File: config.mk
export PLATFORM = sky130hd
export DESIGN_NAME = hcr_top
export DESIGN_NICKNAME = d
export VERILOG_FILES = /design/src/include/hcr_pkg.sv /design/src/rtl/hcr_top.sv
export SDC_FILE = /design/constraint.sdc
export NUM_CORES = 1
export LEC_CHECK = 0
export ABC_AREA = 0
export BUFFER_PORTS_ARGS = -buffer_cell sky130_fd_sc_hd__buf_2
export CORE_MARGIN = 5
export CORE_UTILIZATION = 55
export CTS_BUF_LIST = sky130_fd_sc_hd__clkbuf_16
export CTS_CLUSTER_SIZE = 30
export DETAILED_ROUTE_END_ITERATION = 8
export GPL_TIMING_DRIVEN = 0
export PLACE_DENSITY = 0.87
export SETUP_SLACK_MARGIN = 0.02
export SYNTH_ARGS = -nofsm -noshare
export SYNTH_HDL_FRONTEND = slang
export SYNTH_SLANG_ARGS = --single-unit
File: constraint.sdc
create_clock -name clk_sys -period 4.4 [get_ports clk_sys]
set_input_delay 0 -clock clk_sys [delete_from_list [all_inputs] [get_ports clk_sys]]
set_output_delay 0 -clock clk_sys [all_outputs]
set_load 0.03 [all_outputs]
File: src/include/hcr_pkg.sv
// constants for the hibernation clock and refresh block
// assumes a 50 MHz system clock and an 8-bit chip-select-link code bus
package hcr_pkg;
	localparam int unsigned CLK_PERIOD_NS = 20;
	localparam int unsigned CODE_W = 8;
	localparam logic [7:0] CODE_ENTER_HIB = 8'h15;
	localparam logic [7:0] CODE_EXIT_HIB = 8'h16;
	localparam int unsigned REFRESH_PERIOD_NS = 122100;
	localparam int unsigned REFRESH_PULSE_NS = 1000;
	// longest time rounds down, least time rounds up
	localparam int unsigned REFRESH_PERIOD_CYC = REFRESH_PERIOD_NS / CLK_PERIOD_NS;
	localparam int unsigned REFRESH_PULSE_CYC = (REFRESH_PULSE_NS + CLK_PERIOD_NS - 1) / CLK_PERIOD_NS;
	localparam int unsigned CNT_W = 16;
	localparam logic RST_HIB = 1'b0;
	localparam logic RST_SEL_SLOW = 1'b0;
endpackage

File: src/rtl/hcr_top.sv
// hibernation clock switch and dram keepalive strobe generator
// assumes both oscillators and the code bus are asynchronous pins; the code
// must be stable before chip_select_link_valid rises and until it falls
// How it works
// - code 15H with a valid strobe puts the block into hibernation.
// - code 16H with a valid strobe takes the block out of hibernation.
// - in hibernation, a 1.0 us strobe pulse starts every 122.1 us.
// - the keepalive strobe stays low whenever hibernation is not active.
// - outside hibernation the companion clock follows the 14.318 MHz oscillator.
// - in hibernation the companion clock follows the 32.768 kHz oscillator.
module hcr_top #(
	parameter int unsigned REFRESH_PERIOD_CYC = hcr_pkg::REFRESH_PERIOD_CYC,
	parameter int unsigned REFRESH_PULSE_CYC = hcr_pkg::REFRESH_PULSE_CYC
) (
	// clock and reset
	input wire logic clk_sys,
	input wire logic rst,
	// oscillators
	input wire logic fast_osc_in,
	input wire logic slow_osc_in,
	// chip-select-link decoder input
	input wire logic [hcr_pkg::CODE_W-1:0] chip_select_link_code,
	input wire logic chip_select_link_valid,
	// outputs
	output logic companion_clock_out,
	output logic fast_crystal_out,
	output logic dram_keepalive_strobe,
	output logic hibernate_active
);
	import hcr_pkg::*;

	if (REFRESH_PULSE_CYC < 1 || REFRESH_PULSE_CYC + 1 >= REFRESH_PERIOD_CYC || REFRESH_PERIOD_CYC > 65535) begin
		$error("hcr_top: refresh counts out of range");
	end

	localparam logic [CNT_W-1:0] PERIOD_LAST = CNT_W'(REFRESH_PERIOD_CYC - 1);
	localparam logic [CNT_W-1:0] PULSE_LEN = CNT_W'(REFRESH_PULSE_CYC);

	// two-stage synchronisers for the oscillator, code and valid pins; rst is not synchronised
	logic [1:0] osc_ff1_q;
	logic [1:0] osc_s_q;
	logic [CODE_W-1:0] code_ff1_q;
	logic [CODE_W-1:0] code_s_q;
	logic valid_ff1_q;
	logic valid_s_q;
	logic valid_d_q;
	always_ff @(posedge clk_sys) begin
		osc_ff1_q <= {slow_osc_in, fast_osc_in};
		osc_s_q <= osc_ff1_q;
		code_ff1_q <= chip_select_link_code;
		code_s_q <= code_ff1_q;
		valid_ff1_q <= chip_select_link_valid;
		valid_s_q <= valid_ff1_q;
		valid_d_q <= valid_s_q;
	end

	logic fast_s;
	logic slow_s;
	logic code_take;
	logic enter_hit;
	logic exit_hit;
	assign fast_s = osc_s_q[0];
	assign slow_s = osc_s_q[1];
	assign code_take = valid_s_q && !valid_d_q;
	assign enter_hit = code_take && (code_s_q == CODE_ENTER_HIB);
	assign exit_hit = code_take && (code_s_q == CODE_EXIT_HIB);

	// hibernation mode
	logic hib_q;
	always_ff @(posedge clk_sys) begin
		if (rst) begin
			hib_q <= RST_HIB;
		end else if (enter_hit) begin
			hib_q <= 1'b1;
		end else if (exit_hit) begin
			hib_q <= 1'b0;
		end
	end

	// clock source select: only changes while the output and both sources are low, so no partial pulse
	logic sel_slow_q;
	logic clk_out_q;
	always_ff @(posedge clk_sys) begin
		if (rst) begin
			sel_slow_q <= RST_SEL_SLOW;
		end else if (sel_slow_q != hib_q && !clk_out_q && !fast_s && !slow_s) begin
			sel_slow_q <= hib_q;
		end
	end

	always_ff @(posedge clk_sys) begin
		if (rst) begin
			clk_out_q <= 1'b0;
		end else if (sel_slow_q) begin
			clk_out_q <= slow_s;
		end else begin
			clk_out_q <= fast_s;
		end
	end

	logic fast_out_q;
	always_ff @(posedge clk_sys) begin
		if (rst) begin
			fast_out_q <= 1'b0;
		end else begin
			fast_out_q <= fast_s;
		end
	end

	// refresh period counter, held at zero outside hibernation
	logic [CNT_W-1:0] cnt_q;
	logic strobe_q;
	always_ff @(posedge clk_sys) begin
		if (rst || !hib_q) begin
			cnt_q <= '0;
		end else if (cnt_q == PERIOD_LAST) begin
			cnt_q <= '0;
		end else begin
			cnt_q <= cnt_q + CNT_W'(1);
		end
	end

	always_ff @(posedge clk_sys) begin
		if (rst) begin
			strobe_q <= 1'b0;
		end else begin
			strobe_q <= hib_q && (cnt_q < PULSE_LEN) && !exit_hit;
		end
	end

	// length of the current keepalive pulse, counted apart from the period counter for the checks
	logic [CNT_W-1:0] hi_len_q;
	always_ff @(posedge clk_sys) begin
		if (rst || !strobe_q) begin
			hi_len_q <= '0;
		end else begin
			hi_len_q <= hi_len_q + CNT_W'(1);
		end
	end

	assign companion_clock_out = clk_out_q;
	assign fast_crystal_out = fast_out_q;
	assign dram_keepalive_strobe = strobe_q;
	assign hibernate_active = hib_q;
endmodule

==> impl_metrics.toml <==
[logic_synthesis]
yosys_warnings = 0
avgSynthCellArea_um2 = 10.8
syn_area_mm2 = 0.00142
synth_cells = 132
synth-seq-cells = 44
seq_area_frac_synth_pct = 62.0
syn-num-nets = 147
ys_types = 23

[worst_setup_path]
reg2reg_from = "cnt_q[13]$_SDFF_PP0_"
required_ns = 4.58
crit_type = "flip-flop to flip-flop"
cp_max_fo = 10
reg2regPathDepth = 4
rrSetupSlack_ns = 2.69
worstSetupEndpointType = "flip-flop"
reg2reg_to = "cnt_q[9]$_SDFF_PP0_"
critPathArrivalTime_ns = 1.89
start_kind = "flip-flop"

[timing]
max_freq_mhz = 585
rsz0062_at_grt = "false"
final.setup.worst_slack_ns = 2.69
slew_headroom_pct = 66.3
hold_ws_ns = 0.327
finalSetupTns_ns = 0
hold_violations = 0
worst_pin_slew_ns = 0.504
setup_viol = 0
drv_slew = 0
fin_crit_ns = 1.71
period_share_pct = 38.8
finClkSkew_ns = 0.00523

[pwr]
p_leak_nw = 0.671
internal-power_uw = 694
power_frac_seq_pct = 48.4
power_density_mw_per_mm2 = 469
clkPwrFrac_pct = 49.1
ir_drop_uv = 382
swShare_pct = 19.2
power.switching_uw = 165
pwr-share-comb_pct = 2.5

[finish]
layout_common_cells = "44 x dfxtp_1, 27 x nor2_1, 16 x buf_2, 13 x xnor2_1, 12 x dlygate4sd3_1"
drive_gt1_share_pct = 16.1
fillCellCount = 166
layout_commonest_cell = "dfxtp_1"
nets = 182
syn2layout_area_growth_pct = 28.8
n_antenna_cell = 0

[clock_network]
numCtsBuffers = 5
cts_resized = 0
ctsHoldBuffers = 12
clk_latency_ns = 0.28
cts_max_level = 2
cts_tree = "built"
clkTransAtPathRegs_ns = 0.06
cts_setup_buffers = 0
cts.sink_count = 44
cts_root_buffer = "clkbuf_16"
cts_buffer_depth = 2

[worst_hold_path]
hp-class = "flip-flop to flip-flop"
whs_endpoint = "osc_s_q[1]$_DFF_P_"
hold-path-cell-count = 0
min_from = "osc_ff1_q[1]$_DFF_P_"

[global_routing]
use_met3_pct = 8.72
use_met1_pct = 20.6
grt_max_degree = 16
grt_pass1_wl_um = 5040
track_usage_pct = 19.3
use_met2_pct = 33.9
grt_busiest_layer = "met2"
grt-ovfl-total = 0
antenna_found_initial = 0
grt_pass1_vias = 1103

[floorplan]
fp-row-count = 18
ios = 17
die_area_mm2 = 0.00370
die_height_um = 60.8
start_util_pct = 57.3
die_w_um = 60.8
core_area_mm2 = 0.00248

[place]
port_buffers = 16
place_ws_ns = 2.70
dp_hpwl_um = 1700
gp_congestion = 0.818

[route]
dr.first_iter.drc_count = 38
vias = 1037
postRouteAntennaNets = 0
dr.pass1.iters = 4
wire_per_inst_um = 14.6
via_per_inst = 5.24
drc_errors = 0
drt-total-wl_um = 2890

[run]
cap_violations = 0

[outcome]
outcome = "complete, no violations"
[critical path, cell delays in order (launching register included)]
cell and delay [ns]:
dfxtp_1 0.34, or4_4 0.55, o41ai_4 0.44, buf_6 0.22
nor2_1 0.05
[layer usage]
layer | part of all wire, % | wire [um]
met5 | 0 | 0
met1 | 40 | 1160
met2 | 52 | 1490
met3 | 6.5 | 189
met4 | 1.8 | 52
[logic make-up after synthesis]
logic type      share of synthesized area [%]
compound gates                           3.70
xor+xnor                                 8.63
fa+ha+maj                                1.76
buf+inv                                  2.91
flops                                    62.0
mux                                      2.11
simple gates                             18.9
[how the worst max path moves through the flow]
stage	from	to	slack [ns]	cells after the start
6_report	cnt_q[13]$_SDFF_PP0_	cnt_q[9]$_SDFF_PP0_	2.69	4
5_1_grt	cnt_q[13]$_SDFF_PP0_	cnt_q[0]$_SDFF_PP0_	2.55	4
4_1_cts	cnt_q[13]$_SDFF_PP0_	cnt_q[13]$_SDFF_PP0_	2.69	4
3_5_place_dp	cnt_q[13]$_SDFF_PP0_	cnt_q[9]$_SDFF_PP0_	2.70	4
3_3_place_gp	cnt_q[13]$_SDFF_PP0_	cnt_q[9]$_SDFF_PP0_	2.72	4
2_1_floorplan	cnt_q[13]$_SDFF_PP0_	cnt_q[10]$_SDFF_PP0_	2.86	4
[flip-flops by register name (all words and copies together) (netlist names)]
register               flops
osc_s_q                    2
osc_ff1_q                  2
valid_d_q                  1
code_ff1_q                 8
code_s_q                   8
sel_slow_q                 1
fast_crystal_out           1
valid_ff1_q                1
companion_clock_out        1
valid_s_q                  1
dram_keepalive_strobe      1
hibernate_active           1
cnt_q                     16
[cells in the mapped netlist]
master     count  area, um^2
inv_1          8        30.0
dfxtp_1       44         881
nand4_1        4        25.0
a21oi_1        1        5.00
buf_6          1        11.3
o2111ai_1      1        8.76
nor4_1         3        18.8
nand3_1        6        30.0
nor4bb_1       1        10.0
and4b_1        1        10.0
o41ai_4        1        27.5
ha_1           2        25.0
xnor2_1       13         114
or4_4          1        11.3
nor2b_1        2        12.5
nor2_1        27         101
or4_1          1        7.51
mux2i_1        3        30.0
nand2_1        3        11.3
o21ai_0        1        5.00
a31oi_1        1        6.26
nor3_1         6        30.0
xor2_1         1        8.76
[area by class of cell]
class,count,area [um^2],area share [%]
clock buffers,5,125,6.84
well taps,30,37.5,2.05
flip-flops and latches,44,881,48.2
repair buffers,28,200,10.9
clock inverters,3,46.3,2.53
plain buffers,1,11.3,0.616
multi-input cells,79,498,27.2
inverters,8,30.0,1.64
[per-stage QoR]
| step | instance area, um^2 | std cells | total power [mW] | util (%) |
|---|---|---|---|---|
| floorplan | 1420 | 132 | 0.428 | - |
| global placement | 1540 | 178 | 0.434 | 62.1 |
| detailed placement | 1540 | 178 | 0.437 | 62.1 |
| CTS | 1830 | 198 | 0.863 | 73.8 |
| global route | 1830 | 198 | 0.889 | 73.8 |
| finish | 1830 | 198 | 0.859 | 73.8 |
[power by group through the flow]
stage	Combinational, mW	Clock [mW]	Sequential (mW)
6_report	0.0219	0.421	0.415
5_1_grt	0.0240	0.448	0.416
4_1_cts	0.0212	0.427	0.415
3_5_place_dp	0.0129	0	0.424
3_3_place_gp	0.0119	0	0.423
2_1_floorplan	0.00315	0	0.425
Note: power is estimated with default switching activity, not from simulation.
